File: src/rtl/rtc_alarm_pkg.sv
// shared constants for the alarm configuration and year block
`default_nettype none
package rtc_alarm_pkg;
    localparam int DATA_W = 16;
    localparam int ADDR_W = 3;
    // register offsets (word index on the register port)
    localparam logic [2:0] OFF_ALM_CFG = 3'h0;
    localparam logic [2:0] OFF_ALM_LO = 3'h1;
    localparam logic [2:0] OFF_ALM_HI = 3'h2;
    localparam logic [2:0] OFF_TIME_CTL = 3'h3;
    localparam logic [2:0] OFF_TIME_VAL = 3'h4;
    localparam logic [2:0] OFF_INT_STAT = 3'h5;
    localparam logic [2:0] OFF_INT_MASK = 3'h6;
    // field positions
    localparam int CFG_EN_BIT = 15;
    localparam int CFG_CHIME_BIT = 14;
    localparam int CFG_MASK_LSB = 10;
    localparam int CFG_PTR_LSB = 8;
    localparam int TCTL_UNLOCK_BIT = 0;
    localparam int TCTL_PTR_LSB = 8;
    localparam int STAT_EVT_BIT = 0;
    localparam int STAT_DONE_BIT = 1;
    localparam int STAT_W = 2;
    // window pointer values
    localparam logic [1:0] PTR_MIN_SEC = 2'h0;
    localparam logic [1:0] PTR_WDAY_HR = 2'h1;
    localparam logic [1:0] PTR_MON_DAY = 2'h2;
    localparam logic [1:0] YEAR_PTR = 2'h3;
    localparam int ALM_WORDS = 3;
    // values after reset, repeat wrap value and calendar limits
    localparam logic [3:0] MASK_RST = 4'h0;
    localparam logic [1:0] PTR_RST = 2'h0;
    localparam logic [7:0] RPT_RST = 8'h00;
    localparam logic [7:0] YEAR_RST = 8'h00;
    localparam logic [7:0] RPT_WRAP = 8'hff;
    localparam logic [3:0] BCD_MAX = 4'h9;
    localparam logic [4:0] FEB_MONTH = 5'h02;
    localparam logic [5:0] LEAP_DAY = 6'h29;
    // interval codes
    localparam logic [3:0] IVL_HALF = 4'h0;
    localparam logic [3:0] IVL_SEC = 4'h1;
    localparam logic [3:0] IVL_10S = 4'h2;
    localparam logic [3:0] IVL_MIN = 4'h3;
    localparam logic [3:0] IVL_10MIN = 4'h4;
    localparam logic [3:0] IVL_HOUR = 4'h5;
    localparam logic [3:0] IVL_DAY = 4'h6;
    localparam logic [3:0] IVL_WEEK = 4'h7;
    localparam logic [3:0] IVL_YEAR = 4'h8;
    // periods in half-second ticks
    localparam int PER_W = 28;
    localparam logic [27:0] PER_HALF = 28'h000_0001;
    localparam logic [27:0] PER_SEC = 28'h000_0002;
    localparam logic [27:0] PER_10S = 28'h000_0014;
    localparam logic [27:0] PER_MIN = 28'h000_0078;
    localparam logic [27:0] PER_10MIN = 28'h000_04b0;
    localparam logic [27:0] PER_HOUR = 28'h000_1c20;
    localparam logic [27:0] PER_DAY = 28'h002_a300;
    localparam logic [27:0] PER_WEEK = 28'h012_7500;
    localparam logic [27:0] PER_YEAR = 28'h3c2_6700;
    localparam logic [27:0] PER_4YEAR = 28'hf0c_3f00;
    localparam logic [27:0] PER_NONE = 28'h000_0000;
    // timing
    localparam int CLK_PERIOD_NS = 25;
    localparam int HALF_SEC_NS = 500000000;
    localparam int HALF_SEC_CYC_DEF = HALF_SEC_NS / CLK_PERIOD_NS;
endpackage
`default_nettype wire

File: src/rtl/alarm_mem_if.sv
// link between the register logic and the alarm value store
`timescale 1ns/1ps
`default_nettype none
interface alarm_mem_if;
    logic [1:0] addr;
    logic [1:0] be;
    logic wr;
    logic rd;
    logic [15:0] wdata;
    logic byp;
    logic [15:0] byp_data;
    logic [15:0] rdata;
    logic [15:0] mon_day;
    modport ctl (output addr, be, wr, rd, wdata, byp, byp_data, input rdata, mon_day);
    modport mem (input addr, be, wr, rd, wdata, byp, byp_data, output rdata, mon_day);
endinterface
`default_nettype wire

File: src/rtl/rtc_alarm_cfg.sv
// alarm configuration, repeat counter and calendar year register
`timescale 1ns/1ps
`default_nettype none
////////////////////////////////////////////////////////////////////////////////
// Summary of operation
// codes 0100..1000 give ten minutes to yearly; Feb 29 every four years; 1001+ never fire
// code 0000 fires each half second, 0001 each second, 0011 each minute
// alarm window pointer selects the word behind the high and low ports
// each high-port access steps the pointer down, stopping at zero
// pointer 10 shows month and day, 01 weekday and hours
// repeat count holds the number of further alarm repeats
// repeat count drops on each alarm, holds at zero without chime
// with chime the repeat count wraps from 00 to FF
// time pointer 11 puts the year on the time value port
// year bits 7:4 hold the BCD tens digit, 0 to 9
// year bits 3:0 hold the BCD ones digit, 0 to 9
// year bits 15:8 read zero and ignore writes
// year write taken only while the time write unlock is set
////////////////////////////////////////////////////////////////////////////////
module rtc_alarm_cfg #(
    parameter int HALF_SEC_CYC = rtc_alarm_pkg::HALF_SEC_CYC_DEF
) (
    input wire logic clk_sys_i,
    input wire logic reset_i,
    input wire logic [rtc_alarm_pkg::ADDR_W-1:0] addr_i,
    input wire logic [rtc_alarm_pkg::DATA_W-1:0] wdata_i,
    input wire logic wr_i,
    input wire logic rd_i,
    input wire logic alarm_enable_i,
    output logic [rtc_alarm_pkg::DATA_W-1:0] rdata_o,
    output logic irq_o,
    output logic alarm_pulse_o
);
    import rtc_alarm_pkg::*;

    localparam int DIV_W = $clog2(HALF_SEC_CYC + 1);

    ////////////////////////////////////////////////////////////////////////////
    // helpers

    // out-of-range digits saturate so the year never holds a non-BCD code
    function automatic logic [3:0] bcd_clamp(input logic [3:0] d);
        return (d > BCD_MAX) ? BCD_MAX : d;
    endfunction

    function automatic logic [PER_W-1:0] period_of(input logic [3:0] code,
                                                   input logic leap);
        logic [PER_W-1:0] p;
        p = PER_NONE;
        case (code)
            IVL_HALF: p = PER_HALF;
            IVL_SEC: p = PER_SEC;
            IVL_10S: p = PER_10S;
            IVL_MIN: p = PER_MIN;
            IVL_10MIN: p = PER_10MIN;
            IVL_HOUR: p = PER_HOUR;
            IVL_DAY: p = PER_DAY;
            IVL_WEEK: p = PER_WEEK;
            IVL_YEAR: p = leap ? PER_4YEAR : PER_YEAR;
            default: p = PER_NONE;
        endcase
        return p;
    endfunction

    ////////////////////////////////////////////////////////////////////////////
    // register state

    alarm_mem_if mif ();

    logic [3:0] mask_r;
    logic [1:0] ptr_r;
    logic chime_r;
    logic [7:0] rpt_r;
    logic unlock_r;
    logic [1:0] tptr_r;
    logic [7:0] year_r;
    logic [STAT_W-1:0] stat_r;
    logic [STAT_W-1:0] stat_nxt;
    logic [STAT_W-1:0] imask_r;
    logic [STAT_W-1:0] imask_nxt;
    logic irq_r;
    logic pulse_r;

    logic wr_cfg;
    logic wr_tctl;
    logic wr_year;
    logic wr_imask;
    logic rd_stat;
    logic alm_port;
    logic hi_acc;
    logic [15:0] rd_mux;

    assign wr_cfg = wr_i && addr_i == OFF_ALM_CFG;
    assign wr_tctl = wr_i && addr_i == OFF_TIME_CTL;
    assign wr_imask = wr_i && addr_i == OFF_INT_MASK;
    assign rd_stat = rd_i && addr_i == OFF_INT_STAT;
    assign alm_port = addr_i == OFF_ALM_LO || addr_i == OFF_ALM_HI;
    assign hi_acc = (wr_i || rd_i) && addr_i == OFF_ALM_HI;
    assign wr_year = wr_i && addr_i == OFF_TIME_VAL && tptr_r == YEAR_PTR
                     && unlock_r;

    ////////////////////////////////////////////////////////////////////////////
    // half-second enable

    logic [DIV_W-1:0] div_r;
    logic half_tick_r;

    always_ff @(posedge clk_sys_i) begin
        if (reset_i) begin
            div_r <= '0;
            half_tick_r <= 1'b0;
        end else if (div_r == DIV_W'(HALF_SEC_CYC - 1)) begin
            div_r <= '0;
            half_tick_r <= 1'b1;
        end else begin
            div_r <= div_r + 1'b1;
            half_tick_r <= 1'b0;
        end
    end

    ////////////////////////////////////////////////////////////////////////////
    // alarm interval timing

    logic [PER_W-1:0] ivl_r;
    logic [PER_W-1:0] period;
    logic leap;
    logic fire;

    assign leap = mif.mon_day[12:8] == FEB_MONTH && mif.mon_day[5:0] == LEAP_DAY;
    assign period = period_of(mask_r, leap);
    // reserved codes give a zero period and never fire
    assign fire = alarm_enable_i && half_tick_r && period != PER_NONE
                  && ivl_r >= period - 1'b1;

    // restarting on a config write keeps a new code from firing early
    always_ff @(posedge clk_sys_i) begin
        if (reset_i || !alarm_enable_i || wr_cfg) begin
            ivl_r <= '0;
        end else if (half_tick_r) begin
            ivl_r <= fire ? '0 : ivl_r + 1'b1;
        end
    end

    always_ff @(posedge clk_sys_i) begin
        if (reset_i) begin
            pulse_r <= 1'b0;
        end else begin
            pulse_r <= fire;
        end
    end

    ////////////////////////////////////////////////////////////////////////////
    // alarm configuration register

    always_ff @(posedge clk_sys_i) begin
        if (reset_i) begin
            mask_r <= MASK_RST;
            chime_r <= 1'b0;
        end else if (wr_cfg) begin
            mask_r <= wdata_i[CFG_MASK_LSB +: 4];
            chime_r <= wdata_i[CFG_CHIME_BIT];
        end
    end

    always_ff @(posedge clk_sys_i) begin
        if (reset_i) begin
            ptr_r <= PTR_RST;
        end else if (wr_cfg) begin
            ptr_r <= wdata_i[CFG_PTR_LSB +: 2];
        end else if (hi_acc && ptr_r != PTR_MIN_SEC) begin
            ptr_r <= ptr_r - 2'h1;
        end
    end

    // a software write in the same cycle as an alarm wins
    always_ff @(posedge clk_sys_i) begin
        if (reset_i) begin
            rpt_r <= RPT_RST;
        end else if (wr_cfg) begin
            rpt_r <= wdata_i[7:0];
        end else if (fire) begin
            if (rpt_r != RPT_RST) begin
                rpt_r <= rpt_r - 8'h01;
            end else if (chime_r) begin
                rpt_r <= RPT_WRAP;
            end
        end
    end

    ////////////////////////////////////////////////////////////////////////////
    // time window control and year

    always_ff @(posedge clk_sys_i) begin
        if (reset_i) begin
            unlock_r <= 1'b0;
            tptr_r <= PTR_RST;
        end else if (wr_tctl) begin
            unlock_r <= wdata_i[TCTL_UNLOCK_BIT];
            tptr_r <= wdata_i[TCTL_PTR_LSB +: 2];
        end
    end

    // only the low byte is stored; upper bits of the write fall away
    always_ff @(posedge clk_sys_i) begin
        if (reset_i) begin
            year_r <= YEAR_RST;
        end else if (wr_year) begin
            year_r[7:4] <= bcd_clamp(wdata_i[7:4]);
            year_r[3:0] <= bcd_clamp(wdata_i[3:0]);
        end
    end

    ////////////////////////////////////////////////////////////////////////////
    // interrupt status and mask

    always_comb begin
        stat_nxt = rd_stat ? '0 : stat_r;
        stat_nxt[STAT_EVT_BIT] = stat_nxt[STAT_EVT_BIT] | fire;
        stat_nxt[STAT_DONE_BIT] = stat_nxt[STAT_DONE_BIT]
                                  | (fire && rpt_r == RPT_RST && !chime_r);
        imask_nxt = wr_imask ? wdata_i[STAT_W-1:0] : imask_r;
    end

    always_ff @(posedge clk_sys_i) begin
        if (reset_i) begin
            stat_r <= '0;
            imask_r <= '0;
            irq_r <= 1'b0;
        end else begin
            stat_r <= stat_nxt;
            imask_r <= imask_nxt;
            irq_r <= |(stat_nxt & imask_nxt);
        end
    end

    ////////////////////////////////////////////////////////////////////////////
    // read path

    always_comb begin
        rd_mux = '0;
        case (addr_i)
            OFF_ALM_CFG: begin
                rd_mux[CFG_EN_BIT] = alarm_enable_i;
                rd_mux[CFG_CHIME_BIT] = chime_r;
                rd_mux[CFG_MASK_LSB +: 4] = mask_r;
                rd_mux[CFG_PTR_LSB +: 2] = ptr_r;
                rd_mux[7:0] = rpt_r;
            end
            OFF_TIME_CTL: begin
                rd_mux[TCTL_UNLOCK_BIT] = unlock_r;
                rd_mux[TCTL_PTR_LSB +: 2] = tptr_r;
            end
            OFF_TIME_VAL: begin
                if (tptr_r == YEAR_PTR) begin
                    rd_mux = {8'h00, year_r};
                end
            end
            OFF_INT_STAT: rd_mux[STAT_W-1:0] = stat_r;
            OFF_INT_MASK: rd_mux[STAT_W-1:0] = imask_r;
            default: rd_mux = '0;
        endcase
    end

    assign mif.addr = ptr_r;
    assign mif.be = (addr_i == OFF_ALM_HI) ? 2'b10 : 2'b01;
    assign mif.wr = wr_i && alm_port;
    assign mif.rd = rd_i;
    assign mif.wdata = {wdata_i[7:0], wdata_i[7:0]};
    assign mif.byp = !alm_port;
    assign mif.byp_data = rd_mux;

    alarm_value_mem #(
        .WORDS(ALM_WORDS)
    ) u_mem (
        .clk_sys_i(clk_sys_i),
        .reset_i(reset_i),
        .mif(mif)
    );

    assign rdata_o = mif.rdata;
    assign irq_o = irq_r;
    assign alarm_pulse_o = pulse_r;

    ////////////////////////////////////////////////////////////////////////////
    // checks

    property p_ptr_dec;
        @(posedge clk_sys_i) disable iff (reset_i)
        (hi_acc && ptr_r != PTR_MIN_SEC) |=> ptr_r == $past(ptr_r) - 2'h1;
    endproperty
    a_ptr_dec: assert property (p_ptr_dec)
        else $error("pointer did not step down on high port access");

    property p_ptr_floor;
        @(posedge clk_sys_i) disable iff (reset_i)
        (hi_acc && ptr_r == PTR_MIN_SEC) |=> ptr_r == PTR_MIN_SEC;
    endproperty
    a_ptr_floor: assert property (p_ptr_floor)
        else $error("pointer wrapped below zero");

    property p_win_read;
        @(posedge clk_sys_i) disable iff (reset_i)
        (rd_i && addr_i == OFF_ALM_LO && ptr_r == PTR_MON_DAY)
        |=> rdata_o == {8'h00, mif.mon_day[7:0]};
    endproperty
    a_win_read: assert property (p_win_read)
        else $error("low port did not show the month and day word");

    property p_rpt_dec;
        @(posedge clk_sys_i) disable iff (reset_i)
        (fire && !wr_cfg && rpt_r != RPT_RST) |=> rpt_r == $past(rpt_r) - 8'h01;
    endproperty
    a_rpt_dec: assert property (p_rpt_dec)
        else $error("repeat count did not drop on alarm");

    property p_rpt_hold;
        @(posedge clk_sys_i) disable iff (reset_i)
        (fire && !wr_cfg && rpt_r == RPT_RST && !chime_r) |=> rpt_r == RPT_RST;
    endproperty
    a_rpt_hold: assert property (p_rpt_hold)
        else $error("repeat count rolled over without chime");

    property p_rpt_wrap;
        @(posedge clk_sys_i) disable iff (reset_i)
        (fire && !wr_cfg && rpt_r == RPT_RST && chime_r) |=> rpt_r == RPT_WRAP;
    endproperty
    a_rpt_wrap: assert property (p_rpt_wrap)
        else $error("repeat count did not wrap with chime");

    property p_reserved;
        @(posedge clk_sys_i) disable iff (reset_i)
        mask_r > IVL_YEAR |-> !fire;
    endproperty
    a_reserved: assert property (p_reserved)
        else $error("reserved interval code fired");

    property p_half_sec;
        @(posedge clk_sys_i) disable iff (reset_i)
        (half_tick_r && alarm_enable_i && mask_r == IVL_HALF) |=> alarm_pulse_o;
    endproperty
    a_half_sec: assert property (p_half_sec)
        else $error("alarm pulse did not follow the alarm");

    property p_year_lock;
        @(posedge clk_sys_i) disable iff (reset_i)
        (wr_i && addr_i == OFF_TIME_VAL && !unlock_r) |=> $stable(year_r);
    endproperty
    a_year_lock: assert property (p_year_lock)
        else $error("year changed while locked");

    property p_year_bcd;
        @(posedge clk_sys_i) disable iff (reset_i)
        year_r[7:4] <= BCD_MAX && year_r[3:0] <= BCD_MAX;
    endproperty
    a_year_bcd: assert property (p_year_bcd)
        else $error("year digit outside 0 to 9");

    property p_year_read;
        @(posedge clk_sys_i) disable iff (reset_i)
        (rd_i && addr_i == OFF_TIME_VAL && tptr_r == YEAR_PTR)
        |=> rdata_o == {8'h00, $past(year_r)};
    endproperty
    a_year_read: assert property (p_year_read)
        else $error("year read did not return the year with a zero top byte");

    property p_irq;
        @(posedge clk_sys_i) disable iff (reset_i)
        ##1 irq_o == |(stat_r & imask_r);
    endproperty
    a_irq: assert property (p_irq)
        else $error("interrupt output disagrees with status and mask");
endmodule
`default_nettype wire

File: src/rtl/alarm_value_mem.sv
// alarm value words and the registered read-data path of the register port
`timescale 1ns/1ps
`default_nettype none
module alarm_value_mem #(
    parameter int WORDS = rtc_alarm_pkg::ALM_WORDS
) (
    input wire logic clk_sys_i,
    input wire logic reset_i,
    alarm_mem_if.mem mif
);
    import rtc_alarm_pkg::*;

    logic [15:0] word_r [WORDS];
    logic [15:0] sel_word;
    logic hit;

    // pointer 11 has no word behind it: reads zero, writes dropped
    assign hit = 32'(mif.addr) < WORDS;
    assign sel_word = hit ? word_r[mif.addr] : '0;

    genvar g;
    generate
        for (g = 0; g < WORDS; g++) begin : g_word
            always_ff @(posedge clk_sys_i) begin
                if (reset_i) begin
                    word_r[g] <= '0;
                end else if (mif.wr && hit && mif.addr == 2'(g)) begin
                    if (mif.be[0]) begin
                        word_r[g][7:0] <= mif.wdata[7:0];
                    end
                    if (mif.be[1]) begin
                        word_r[g][15:8] <= mif.wdata[15:8];
                    end
                end
            end
        end
    endgenerate

    // data stand only in the cycle after the read strobe
    always_ff @(posedge clk_sys_i) begin
        if (reset_i || !mif.rd) begin
            mif.rdata <= '0;
        end else if (mif.byp) begin
            mif.rdata <= mif.byp_data;
        end else if (mif.be[1]) begin
            mif.rdata <= {8'h00, sel_word[15:8]};
        end else begin
            mif.rdata <= {8'h00, sel_word[7:0]};
        end
    end

    assign mif.mon_day = word_r[PTR_MON_DAY];
endmodule
`default_nettype wire

File: config.mk
export PLATFORM = sky130hd
export DESIGN_NAME = rtc_alarm_cfg
export DESIGN_NICKNAME = d
export VERILOG_FILES = /design/src/rtl/rtc_alarm_pkg.sv /design/src/rtl/alarm_mem_if.sv /design/src/rtl/rtc_alarm_cfg.sv /design/src/rtl/alarm_value_mem.sv
export SDC_FILE = /design/constraint.sdc
export NUM_CORES = 1
export LEC_CHECK = 0
export BUFFER_PORTS_ARGS = -buffer_cell sky130_fd_sc_hd__buf_4
export CORE_MARGIN = 3
export CORE_UTILIZATION = 40
export DETAILED_ROUTE_END_ITERATION = 12
export SYNTH_ARGS = -nofsm -noshare
export SYNTH_HDL_FRONTEND = slang
export SYNTH_SLANG_ARGS = --single-unit
File: constraint.sdc
create_clock -name clk_sys_i -period 4.9 [get_ports clk_sys_i]
set_input_delay 0.245 -clock clk_sys_i [delete_from_list [all_inputs] [get_ports clk_sys_i]]
set_output_delay 0.245 -clock clk_sys_i [all_outputs]
set_load 0.01 [all_outputs]
---- After elaboration in Yosys (flattened, before gate mapping) ----
Memories as Yosys holds them, arrays and structs flattened. A register that Yosys moved wholly into a read port is not among the register bits.
Cells that the tools add are included.
storage, ports and cells
  register bits after elaboration ......... 102
  memory bits (writable) .................. 48
  logic and storage cells ................. 149
  memories ................................ 1
memory list
  memory        depth  bits a word  rd ports  clocked after Yosys merged registers in  wr ports  line                   RTL
  u_mem.word_r  3      16           2         1                                        3         alarm_value_mem.sv:13  logic [15:0] word_r [WORDS];
operators by class
  add/subtract/negate cells ............... 5
  magnitude comparators ................... 4
  equal/unequal tests ..................... 20
  mux-type cells .......................... 54
  bitwise gates (word level) .............. 9
  reduce and logical (&&, ||, !) cells .... 41
operators with widths
  cell                   count
  $pmux 28 s9            1
  $mux 8                 12
  $mux 28                2
  $mux 16                2
  $add 28x1->28 const B  1
  $ge 28x28->1           1
  $reduce_bool 28->1     1
  $sub 28x1->28 const B  1
  $add 25x1->25 const B  1
  $eq 25x25->1 const B   1
  $pmux 6 s2             2
  $mux 1                 23
  $logic_and 1x1->1      20
  $eq 4x3->1 const B     4
  $mux 2                 7
  $eq 3x3->1 const B     3
  $eq 4x2->1 const B     2
  $gt 4x4->1 const B     2
  $logic_not 8->1        1
  $mux 4                 2
  $or 1x1->1             8
  $reduce_bool 8->1      1
  $sub 8x1->8 const B    1
  $eq 3x2->1 const B     2
  22 further kinds       32

---- Logic depth before layout (Yosys ltp) ----
Gate-level depths: netlist (run 1).
An unclocked memory read counts as a cell.
  word-level depth ........................ 13
  mapped depth ............................ 18
  mapped depth without buffers ............ 16

---- Cells and area by module ----
Synthesis (run 1) repeated with hierarchy kept, for this count alone.
second synthesis, totals
  cells, all modules ...................... 838
  area, all modules ....................... 7865.0 um^2
by module, submodules not included
  module           times used  cells each  area each (um^2)  sequential area each (um^2)
  rtc_alarm_cfg    1           629         5058.6            1721.7
  alarm_value_mem  1           209         2806.4            1761.7

---- Worst setup path after synthesis (run 1) ----
No wires, ideal clock.
  path type ............................... reg-to-reg
  start point ............................. register mask_r[1]
  end point ............................... register rpt_r[7]
  setup time .............................. 0.132 ns
  data arrival time ....................... 3.166 ns
  setup slack ............................. 1.602 ns
  stages on the path, launching flop included .. 18
  period minus slack after synthesis ...... 3.298 ns
  cells stage by stage .................... dfxtp_1 clkbuf_1 inv_1 nand3_1 ha_1 inv_1 nor2_1 o21ai_0 a21boi_0 o31a_1 ha_1 and4_1 nand2_1 o2111a_1 o21a_2 buf_4 o311ai_1 nand3_1
on the way
  word-level cells in the longest chain between the ends .. 7
  elaborated cells on any way between the ends .. 17
  those cells by class .................... add/sub: 1; order compare: 1; eq/ne: 8; mux: 1; reduce/logical: 6
RTL lines
  item                                                        line                                        RTL
  from (decl)                                                 rtc_alarm_cfg.sv:70                         logic [3:0] mask_r;
  from (signal assigned)                                      rtc_alarm_cfg.sv:160                        mask_r <= wdata_i[CFG_MASK_LSB +: 4];
  $eq 4x4->1 (tied with other cells)                          rtc_alarm_cfg.sv:50                         case (code)
  $pmux 28 s9 (*)                                             rtc_alarm_cfg.sv:50
  $sub 28x1->28 / $reduce_bool 28->1 (equally long branches)  rtc_alarm_cfg.sv:133, rtc_alarm_cfg.sv:132
  $ge 28x28->1 / $logic_and 1x1->1 (equally long branches)    rtc_alarm_cfg.sv:133, rtc_alarm_cfg.sv:132
  $logic_and 1x1->1 (*)                                       rtc_alarm_cfg.sv:133                        && ivl_r >= period - 1'b1;
  $reduce_bool 2->1 (no line) (*)                             --
  $reduce_and 2->1 (no line) (*)                              --
  to (signal assigned)                                        rtc_alarm_cfg.sv:180                        rpt_r <= wdata_i[7:0];
  to (signal assigned)                                        rtc_alarm_cfg.sv:183                        rpt_r <= rpt_r - 8'h01;
  to (decl)                                                   rtc_alarm_cfg.sv:73                         logic [7:0] rpt_r;
Mark *: on every way between the ends. The rest lies on a longest branch, timed or not.
A chain may end at the register's enable or synchronous reset.

---- Worst setup path after layout (run 1) ----
  start point ............................. register mask_r[2]
  end point ............................... register ivl_r[17]
on the way
  word-level cells in the longest chain between the ends .. 6
  elaborated cells on any way between the ends .. 16
  those cells by class .................... add/sub: 1; order compare: 1; eq/ne: 8; mux: 2; reduce/logical: 4
RTL lines
  item                                                        line                                        RTL
  $eq 4x4->1 (tied with other cells)                          rtc_alarm_cfg.sv:50
  $pmux 28 s9 (*)                                             rtc_alarm_cfg.sv:50
  $sub 28x1->28 / $reduce_bool 28->1 (equally long branches)  rtc_alarm_cfg.sv:133, rtc_alarm_cfg.sv:132
  $ge 28x28->1 / $logic_and 1x1->1 (equally long branches)    rtc_alarm_cfg.sv:133, rtc_alarm_cfg.sv:132
  $logic_and 1x1->1 (*)                                       rtc_alarm_cfg.sv:133
  $mux 28 (*)                                                 rtc_alarm_cfg.sv:140                        ivl_r <= fire ? '0 : ivl_r + 1'b1;
  to (signal assigned)                                        rtc_alarm_cfg.sv:140
  to (decl)                                                   rtc_alarm_cfg.sv:124                        logic [PER_W-1:0] ivl_r;
Marks and branches as above.

==> results by group, run 1 <==
Worst setup path
  • Crit Path Max Fanout: 26
  • FF-to-FF Start: mask_r[2]
  • CP max stage delay: 510 ps
  • R2R setup slack: 780 ps
  • Worst-case reg-to-reg path depth: 15
  • WP data required: 5250 ps
  • Critical path launch point type: register
  • Most used cell, CP: nor2_1
  • Critical path arrival: ~4500 ps
  • Crit path cell chain: nor2_1, nand3_1, ha_1, inv_1, nor2_1, o21ai_0, a21boi_0, o31a_1, ha_1, nor2b_1, o21ai_0, o2111a_1, o21a_2, nand3_2, nor2_1
  • Crit path max-delay cell type: nand3_2
  • Nature of the critical path endpoint: register
  • WS Path Type: reg2reg
  • Crit-path leading delay family: simple AND/OR/NAND/NOR gates
  • CP bufs+invs: 1
  • Reg2reg end: ivl_r[17]

Synth
  • Post-synthesis cell area: 7710 um^2
  • YS warnings: 0
  • Seq/Total Area, Yosys: 0.457
  • Yosys reg bits: 152
  • Syn Inst Count: 833
  • Number of synthesized flops with an enable pin: 48
  • Ys flop type: dfxtp_1
  • Area leader, netlist: dfxtp_1
  • Ys async rst share: 0
  • Syn_nets: ~890
  • Syn Area/Cell: 9.25 um^2
  • Yosys cell types: 65
  • Dominant cells by area after synthesis: dfxtp_1 27%, edfxtp_1 19%, ha_1 6.0%
  • Post-synth top area share: 0.270

Routing
  • Via density: 5.35
  • Routed wire length: approximately 19000 um
  • DRT iter0 DRCs: ~480
  • Routed length per placed instance: 16.5 um
  • DRT antenna net count: 0
  • DR DRC count: 0
  • Drt first pass iters: 5
  • Vias after detailed routing: 6097

CTS
  • Worst-case clock buffer depth: 2
  • Postcts setup bufs: 0
  • Clk sinks: 152
  • TritonCTS buffer count: 17
  • Htree depth: 4
  • Gates resized, CTS repair: 0
  • Clk_lat worst skew: 440 ps
  • CTS hold repair buffers: 0
  • Clock root cell: clkbuf_16
  • TritonCTS clock tree: yes
  • CTS clock-pin slew for the worst setup and hold paths: 70 ps

Floorplan
  • Die height: about 140 um
  • Core area: 18800 um^2
  • Initial Util: 0.409
  • Boundary Pins: 42
  • Die W: 145 um
  • Die area: 21000 um^2
  • Row Count: 50

STA
  • Unrepaired setup endpoints after global routing: false
  • Fin crit period: slightly above 4000 ps
  • Max_slew headroom: 0.233
  • Max Clock Skew: 12.1 ps
  • Max-slew violations: 0
  • Hold Vio Cnt, Final: 0
  • Crit share post-route: 0.840
  • Final setup viols: 0
  • Setup TNS: 0 ps
  • Fmax: between 0.2 and 0.25 GHz
  • Worst hold-check slack: between 50 and 60 ps
  • Tightest Pin Transition: 1140 ps

Place
  • RePlAce Congestion: 0.847
  • HPWL after detailed placement: 13100 um
  • Port Buffers: 40

Global routing
  • First-pass GRT wire length: 30100 um
  • Antenna violations before repair: 0
  • Total Routing Usage GR: 0.184
  • Vias in the first global route: approximately 5700
  • Global route total overflow: 0
  • Largest net degree at the start of global routing: 51

Layout
  • Area Overhead vs Synth: 14.8%
  • Share of cells above drive strength 1: 0.125
  • # diodes: 0
  • Nets: 927

Hold path
  • Hold Path Stages: 3
  • Hold Startpoint: wdata_i[14]
  • Worst min path class: in2reg
  • Hold Path End: chime_r

Pwr
  • Static Leakage: between 3 and 4 nW
  • Power per standard cell area: 322 nW/um^2
  • Peak VDD IR: about 210 uV

Status
  • Run status: complete, no violations

Flow run
  • Max-cap viol count: 0
state kept, by name, indices dropped and copies added, names as in the netlist, named ones only:
| register | count |
|---|---|
| u_mem.word_r | 48 |
| ivl_r | 28 |
| div_r | 25 |
| u_mem.mif.rdata | 16 |
| rpt_r | 8 |
| year_r | 8 |
| mask_r | 4 |
| imask_r | 2 |
| mif.addr | 2 |
| stat_r | 2 |
| tptr_r | 2 |
| alarm_pulse_o | 1 |
| chime_r | 1 |
| half_tick_r | 1 |
| irq_o | 1 |
| unlock_r | 1 |
placed cells by master, fill, tap and decap left out, types with 6 or more instances in the layout:
| cell type | synthesis | routed |
|---|---|---|
| nor2_1 | 104 | 104 |
| dfxtp_1 | 104 | 104 |
| nand2_1 | 90 | 90 |
| buf_4 | 3 | 50 |
| edfxtp_1 | 48 | 48 |
| nand3_1 | 42 | 42 |
| and2_1 | 41 | 41 |
| a21oi_1 | 40 | 40 |
| ha_1 | 37 | 37 |
| xor2_1 | 33 | 33 |
| o21ai_0 | 32 | 32 |
| nor3_1 | 27 | 26 |
| inv_1 | 23 | 23 |
| xnor2_1 | 21 | 21 |
| nor4_1 | 17 | 17 |
| clkbuf_16 | 0 | 17 |
| nand4_1 | 16 | 16 |
| and3_1 | 14 | 14 |
| a22oi_1 | 10 | 10 |
| mux4_2 | 8 | 8 |
| nor2b_1 | 7 | 7 |
| o22ai_1 | 7 | 7 |
| mux2i_1 | 6 | 6 |
routing by layer:
metal	vias up	wire, um	GRT usage
li1	3018	-	-
met5	-	0	0
met3	23	892	0.0286
met4	0	256	0.0604
met2	174	8390	0.282
met1	2882	9230	0.268
cells by family after synthesis:
family	Yosys count	share of synthesized area
and+or+nand+nor	389	0.255
DFF	152	0.457
AOI/OAI and AO/OA	126	0.102
buffers and inverters	61	0.0334
xor gates and xnor gates	54	0.0614
adders and majority gates	37	0.0601
muxes	14	0.0312
Yosys cell counts, types with 4 or more instances:
cell and number:
clkbuf_1 24, a211oi_1 4, nor3b_1 5, inv_1 23, mux2i_1 6, nand2_1 90, o22ai_1 7, and3_1 14
nand4_1 16, nand3_1 42, edfxtp_1 48, o211ai_1 4, a21oi_1 40, nor2_1 104, nor4_1 17, o21ai_0 32
buf_2 8, xor2_1 33, and4_1 5, ha_1 37, nor2b_1 7, and2_1 41, a22oi_1 10, mux4_2 8
dfxtp_1 104, nor3_1 27, xnor2_1 21
final cells by class:
type / instances / area [um^2]
fill: 1783 / 9980
multi-input combinational: 620 / 3930
sequential: 152 / 3520
clock buffer: 17 / 425
timing repair buffer: 50 / 375
tap: 260 / 325
clock inverter: 15 / 174
inverter: 25 / 93.8
worst max-delay path by stage:
stage,cells after the start,slack [ps],endpoint,startpoint
floorplan,17,1600,rpt_r[7],mask_r[1]
global placement,15,870,ivl_r[6],mask_r[2]
detailed placement,15,840,ivl_r[17],mask_r[2]
CTS,15,790,ivl_r[14],mask_r[2]
global route,15,210,ivl_r[3],mask_r[2]
finish,15,780,ivl_r[17],mask_r[2]
tightest hold or removal path, stage by stage:
cell	delay, ps
buf_4	100
nand2_1	40
a21oi_1	50
through the flow:
stage	instances	cell area, um^2	util	setup slack, ps	total power, mW
6_report	1139	8850	0.470	784	2.84
5_1_grt	1139	8850	0.470	211	2.94
4_1_cts	1139	8850	0.470	793	2.87
3_5_place_dp	1107	8250	0.438	843	1.57
3_3_place_gp	1107	8250	0.438	873	1.57
2_1_floorplan	833	7710	-	1600	1.49
power by group:
part           switching [mW]  internal [mW]  total, mW
registers              0.0187           1.32       1.34
clock network           0.617          0.688       1.30
logic                   0.127         0.0729      0.200
Note: power is estimated with default switching activity, not from simulation.
==> run 2, diff against run 1 <==
--- a/config.mk
+++ b/config.mk
@@ -5,6 +5,7 @@
 export SDC_FILE = /design/constraint.sdc
 export NUM_CORES = 1
 export LEC_CHECK = 0
+export ABC_AREA = 1
 export BUFFER_PORTS_ARGS = -buffer_cell sky130_fd_sc_hd__buf_4
 export CORE_MARGIN = 3
 export CORE_UTILIZATION = 40
==> constraint.sdc (replaced) <==
create_clock -name clk_sys_i -period 3.8 [get_ports clk_sys_i]
set_input_delay 0.19 -clock clk_sys_i [delete_from_list [all_inputs] [get_ports clk_sys_i]]
set_output_delay 0.19 -clock clk_sys_i [all_outputs]
set_load 0.01 [all_outputs]
==> run 2 against run 1 <==
Critical path depth rose by 1. Final area up 4.1%. Fmax grew 24%. Area after synthesis is 4.5% higher. Utilization is essentially flat. Worst setup slack got worse by 320 ps. Global-route usage is 0.18 points higher. Non-clock buffer count decreased by 7. Count of clock-buffer cells in the layout rose by 5. Critical path type unchanged. Critical endpoint is now ivl_r[4].
==> results by group, run 2 <==
Status
  • Run status: complete, no violations

Routing
  • Vias after detailed routing: 6763
  • Drt first pass iters: 5
  • Via density: 5.05
  • DR DRC count: 0
  • Routed length per placed instance: 14.6 um
  • Routed wire length: about 20000 um
  • DRT antenna net count: 0
  • DRT iter0 DRCs: between 500 and 600

Synth
  • Yosys cell types: 47
  • Ys async rst share: 0
  • Syn Inst Count: 1024
  • YS warnings: 0
  • Area leader, netlist: dfxtp_1
  • Post-synthesis cell area: 8050 um^2
  • Top cells by count, synth: 178 x nand2_1, 177 x nor2_1, 120 x inv_1, 104 x dfxtp_1, 69 x a21oi_1
  • Yosys reg bits: 152
  • Seq/Total Area, Yosys: 0.438
  • Dominant cells by area after synthesis: dfxtp_1 26%, edfxtp_1 18%, nand2_1 8.3%
  • Top-count cell post-synth: nand2_1
  • Post-synth top area share: 0.259
  • Syn_nets: 1085
  • Ys flop type: dfxtp_1
  • Syn Area/Cell: 7.86 um^2
  • Number of synthesized flops with an enable pin: 48

Floorplan
  • Row Count: 51
  • Die area: 21900 um^2
  • Initial Util: 0.411
  • Die height: 148 um
  • Boundary Pins: 42
  • Core area: 19600 um^2
  • Die W: ~150 um

Flow run
  • Max-cap viol count: 0

STA
  • Max-slew violations: 0
  • Fin crit period: between 3000 and 4000 ps
  • Tightest Pin Transition: 1000 ps
  • Unrepaired setup endpoints after global routing: false
  • Max Clock Skew: 7.65 ps
  • Fmax: 0.300 GHz
  • Setup TNS: 0 ps
  • Max_slew headroom: 0.333
  • Final setup viols: 0
  • Final setup margin: 468 ps
  • Hold Vio Cnt, Final: 0
  • Crit share post-route: 0.877

Global routing
  • Vias in the first global route: 6543
  • Antenna violations before repair: 0
  • Total Routing Usage GR: 0.186
  • Largest net degree at the start of global routing: 39
  • First-pass GRT wire length: between 30000 and 40000 um
  • Global route total overflow: 0

CTS
  • Clock root cell: clkbuf_16
  • CTS clock-pin slew for the worst setup and hold paths: about 60 ps
  • TritonCTS clock tree: yes
  • CTS hold repair buffers: 0
  • Htree depth: 4
  • TritonCTS buffer count: 17
  • Clk sinks: 152
  • Clk_lat worst skew: approximately 430 ps
  • Worst-case clock buffer depth: 2
  • Postcts setup bufs: 0

Place
  • Cell Area, Placed: 8590 um^2
  • RePlAce Congestion: 0.853
  • HPWL after detailed placement: 14500 um
  • Dpl ws: 305 ps
  • Port Buffers: 40
  • Placed insts: 1308

Hold path
  • Hold Path Stages: 3
  • Hold Startpoint: alarm_enable_i
  • Worst min path class: in2reg
  • Hold Path End: u_mem.mif.rdata[15]

Worst setup path
  • Critical path launch point type: register
  • Critical path arrival: 3680 ps
  • WP data required: 4150 ps
  • WS Path Type: reg2reg
  • Crit Path Max Fanout: 26
  • Reg2reg end: ivl_r[4]
  • Nature of the critical path endpoint: register
  • Worst-case reg-to-reg path depth: 16
  • R2R setup slack: 470 ps
  • FF-to-FF Start: mask_r[3]

Layout
  • Max FFs per register: 48
  • Area Overhead vs Synth: 14.3%
  • Commonest cells after routing, fill and taps aside: 178 x nand2_1, 175 x nor2_1, 120 x inv_1
  • Share of cells above drive strength 1: 0.106
  • Nets: 1123
  • Non-Filler Instances: 1340
  • Reg with most FFs: u_mem.word_r
  • Number of filler cells placed in the layout: 1964
  • Largest regs: u_mem.word_r x48, ivl_r x28, div_r x25
  • Commonest non-fill, non-tap cell in the layout: nand2_1
  • Post-route cell area: 9210 um^2
  • # diodes: 0

Pwr
  • Pwr Total: 3.77 mW
  • Peak VDD IR: about 320 uV
  • Static Leakage: 3.76 nW
  • Power per standard cell area: 409 nW/um^2
run 2: changes by cell type in the layout (fill, tap and decap cells not counted), sizes merged, moves of 14 or more:
cell / change
and3: -16
nand2: +96
a211oi: +14
and2: -39
nor2: +82
a21oi: +28
inv: +91
run 2: stage by stage:
step / util / hold WS [ps]
after CTS: 0.469 / 39.0
final: 0.470 / 47.7
after floorplan: - / 353
after global placement: 0.438 / 453
after global routing: 0.470 / 61.2
after detailed placement: 0.438 / 457
run 2: worst max-delay path by stage:
stage / start / end / slack (ps) / cells past startpoint
6_report: mask_r[3] / ivl_r[4] / 470 / 16
5_1_grt: mask_r[3] / ivl_r[4] / 40 / 19
4_1_cts: mask_r[3] / ivl_r[4] / 240 / 19
3_5_place_dp: mask_r[3] / ivl_r[4] / 310 / 19
3_3_place_gp: mask_r[3] / ivl_r[4] / 360 / 19
2_1_floorplan: mask_r[3] / rpt_r[2] / 1170 / 19
run 2: logic make-up (layout without fill, tap and decap cells):
kind of cell             Yosys count  count (layout)  synth area share
AO/OA/AOI/OAI                    147             147             0.105
XOR/XNOR                          32              32            0.0348
adder cells (fa/ha/maj)           37              37            0.0575
buffers and inverters            151             202            0.0743
flip-flops                       152             152             0.438
multiplexers                       8               8            0.0101
AND/OR/NAND/NOR                  497             497             0.281
run 2: cell type report:
type | instances | area (um^2) | area share
multi-input cells | 721 | 3940 | 0.428
clock inverters | 10 | 114 | 0.0124
flip-flops and latches | 152 | 3520 | 0.383
inverters | 127 | 477 | 0.0518
well taps | 265 | 332 | 0.0360
clock buffers | 22 | 497 | 0.0540
repair buffers | 43 | 323 | 0.0351
run 2: worst max-delay path: stages (launching register included):
cell      delay (ps)
dfxtp_1          470
inv_1            180
nor2_1           290
nand4_1          240
inv_1            130
nor2_1            60
a211oi_1         260
ha_1             310
nand4_1          140
inv_1             50
nand2_1           60
nand2_1           50
a21oi_1          110
nand3_1          180
nand2_2          240
nand2_4          230
nor3b_1          240
run 2: routing by layer:
metal	vias to the layer above	global-route usage	part of all wire	routed length (um)
met2	107	0.305	0.46	9080
met1	3159	0.251	0.48	9450
met4	0	0.0596	0.015	301
met3	25	0.0337	0.037	722
met5	-	0	0	0
li1	3472	-	-	-
run 2: timing repair:
item / 4_1_cts / 5_1_grt
hold endpoints to repair: 0 / 0
gates resized for setup: 0 / 3
setup endpoints to repair: 0 / 26
run 2: power by group:
part           internal, mW  leakage (nW)  total, mW  switching, mW
Sequential             1.71          1.34       1.73         0.0231
Combinational        0.0976          2.11      0.293          0.196
Clock                  1.06         0.301       1.75          0.683
==> run 3, diff against run 2 <==
--- a/config.mk
+++ b/config.mk
@@ -6,10 +6,10 @@
 export NUM_CORES = 1
 export LEC_CHECK = 0
 export ABC_AREA = 1
-export BUFFER_PORTS_ARGS = -buffer_cell sky130_fd_sc_hd__buf_4
-export CORE_MARGIN = 3
+export BUFFER_PORTS_ARGS = -buffer_cell sky130_fd_sc_hd__buf_2
 export CORE_UTILIZATION = 40
 export DETAILED_ROUTE_END_ITERATION = 12
+export PLACE_DENSITY_LB_ADDON = 0.2
 export SYNTH_ARGS = -nofsm -noshare
 export SYNTH_HDL_FRONTEND = slang
 export SYNTH_SLANG_ARGS = --single-unit
==> run 3 against run 2 <==
Critical path depth grew 4. Global-route usage grew 1.2 points. Largest cell class unchanged. Critical path type unchanged. Total power shrank 0.14%. Combinational power is essentially flat. Critical endpoint is now ivl_r[22]. Non-clock buffer count grew 2.
==> results by group, run 3 (synthesis gave the netlist of run 2 again) <==
STA
  • Setup TNS: 0 ps
  • Crit share post-route: 0.909
  • Fmax: 0.289 GHz
  • Unrepaired setup endpoints after global routing: false
  • Max-slew violations: 0
  • Tightest Pin Transition: 1010 ps
  • Worst hold-check slack: about 49 ps
  • Hold Vio Cnt, Final: 0
  • Final setup viols: 0
  • Final setup margin: 344 ps
  • Max Clock Skew: 11.1 ps
  • Max_slew headroom: 0.325
  • Fin crit period: 3460 ps

Layout
  • Share of cells above drive strength 1: 0.108
  • # diodes: 0
  • Commonest non-fill, non-tap cell in the layout: nand2_1
  • Nets: 1125
  • Post-route cell area: 9130 um^2
  • Final Util: 0.466
  • Non-Filler Instances: 1342
  • Max FFs per register: 48
  • Reg with most FFs: u_mem.word_r
  • Area Overhead vs Synth: 13.4%
  • Commonest cells after routing, fill and taps aside: 178 x nand2_1, 177 x nor2_1, 120 x inv_1
  • Largest regs: u_mem.word_r x48, ivl_r x28, div_r x25

Pwr
  • Pwr Total: about 3.8 mW
  • Peak VDD IR: between 300 and 400 uV
  • Power per standard cell area: 412 nW/um^2
  • Static Leakage: between 3 and 4 nW

Hold path
  • Hold Path End: tptr_r[0]
  • Hold Startpoint: wdata_i[8]
  • Hold Path Stages: 3
  • Worst min path class: in2reg

CTS
  • Worst-case clock buffer depth: 2
  • Postcts setup bufs: 0
  • CTS clock-pin slew for the worst setup and hold paths: 70 ps
  • TritonCTS clock tree: yes
  • Clock root cell: clkbuf_16
  • Htree depth: 4
  • Gates resized, CTS repair: 0
  • TritonCTS buffer count: 17
  • Clk sinks: 152
  • CTS hold repair buffers: 0
  • Clk_lat worst skew: ~440 ps

Worst setup path
  • Critical path arrival: 3830 ps
  • Origin of the worst setup path: mask_r[3]
  • Critical path launch point type: register
  • Reg2reg end: ivl_r[22]
  • R2R setup slack: 340 ps
  • Crit Path Max Fanout: 15
  • Nature of the critical path endpoint: register
  • Worst-case reg-to-reg path depth: 20
  • WS Path Type: reg2reg
  • WP data required: 4170 ps
  • FF-to-FF Start: mask_r[3]

Status
  • Run status: complete, no violations

Floorplan
  • Core area: slightly below 20000 um^2
  • Row Count: 51
  • Initial Util: 0.411
  • Die area: 20700 um^2
  • Die W: 144 um
  • Boundary Pins: 42
  • Die height: 144 um

Place
  • HPWL after detailed placement: around 15000 um
  • RePlAce Congestion: between 0.8 and 0.9
  • Placed insts: 1310
  • Dpl ws: between 300 and 400 ps
  • Port Buffers: 40
  • Cell Area, Placed: about 8500 um^2

Global routing
  • Antenna violations before repair: 0
  • First-pass GRT wire length: 31100 um
  • Global route total overflow: 0
  • Vias in the first global route: 6179
  • Total Routing Usage GR: 0.198
  • Largest net degree at the start of global routing: 33

Routing
  • Routed wire length: 19500 um
  • DRT antenna net count: 0
  • Routed length per placed instance: 14.5 um
  • Via density: ~5.1
  • Drt first pass iters: 5
  • DR DRC count: 0
  • DRT iter0 DRCs: 486
  • Vias after detailed routing: 6779

Flow run
  • Max-cap viol count: 0
==> run 3: final cells by class <==
cell class	count	area, um^2
clock buffers	22	517
clock inverters	10	103
fillers	1953	10500
inverters	127	477
multi-input cells	721	3930
flip-flops and latches	152	3520
well taps	265	332
repair buffers	45	250
==> run 3: routing by layer <==
layer	vias to the layer above	wire [um]	share of wire	GRT usage
li1	3482	-	-	-
met1	3095	9370	0.48	0.267
met2	166	8890	0.46	0.315
met3	36	833	0.043	0.0327
met4	0	415	0.021	0.0767
met5	-	0	0	0
==> run 3: worst max-delay path, cell delays in order (launching register included) <==
cell and delay [ps]:
dfxtp_1 390, nor2_1 330, inv_1 170, nor2_1 200, nor2_1 110, nand2_1 90, nor2_1 90, a211oi_1 290
ha_1 300, nand2_1 80, inv_1 40, nand2_1 100, nor2_1 60, nand2_1 60, nand3_1 70, nand2_1 70
nand3_1 160, nand2_2 220, nand2_2 220, buf_12 220, nor2_1 90
==> run 3: worst max path at each step <==
stage                      to  slack (ps)  cells after the start
floorplan            rpt_r[2]        1170                     19
global placement    ivl_r[23]         480                     20
detailed placement  ivl_r[22]         380                     20
CTS                 ivl_r[22]         360                     20
global route        ivl_r[24]          20                     20
finish              ivl_r[22]         340                     20
==> run 3: where the power goes <==
group / leakage [nW] / internal [mW] / switching [mW] / total (mW)
combinational: 2.11 / 0.0919 / 0.198 / 0.290
sequential: 1.34 / 1.70 / 0.0231 / 1.73
clock: 0.305 / 1.04 / 0.703 / 1.74
total: 3.76 / 2.84 / 0.924 / 3.76
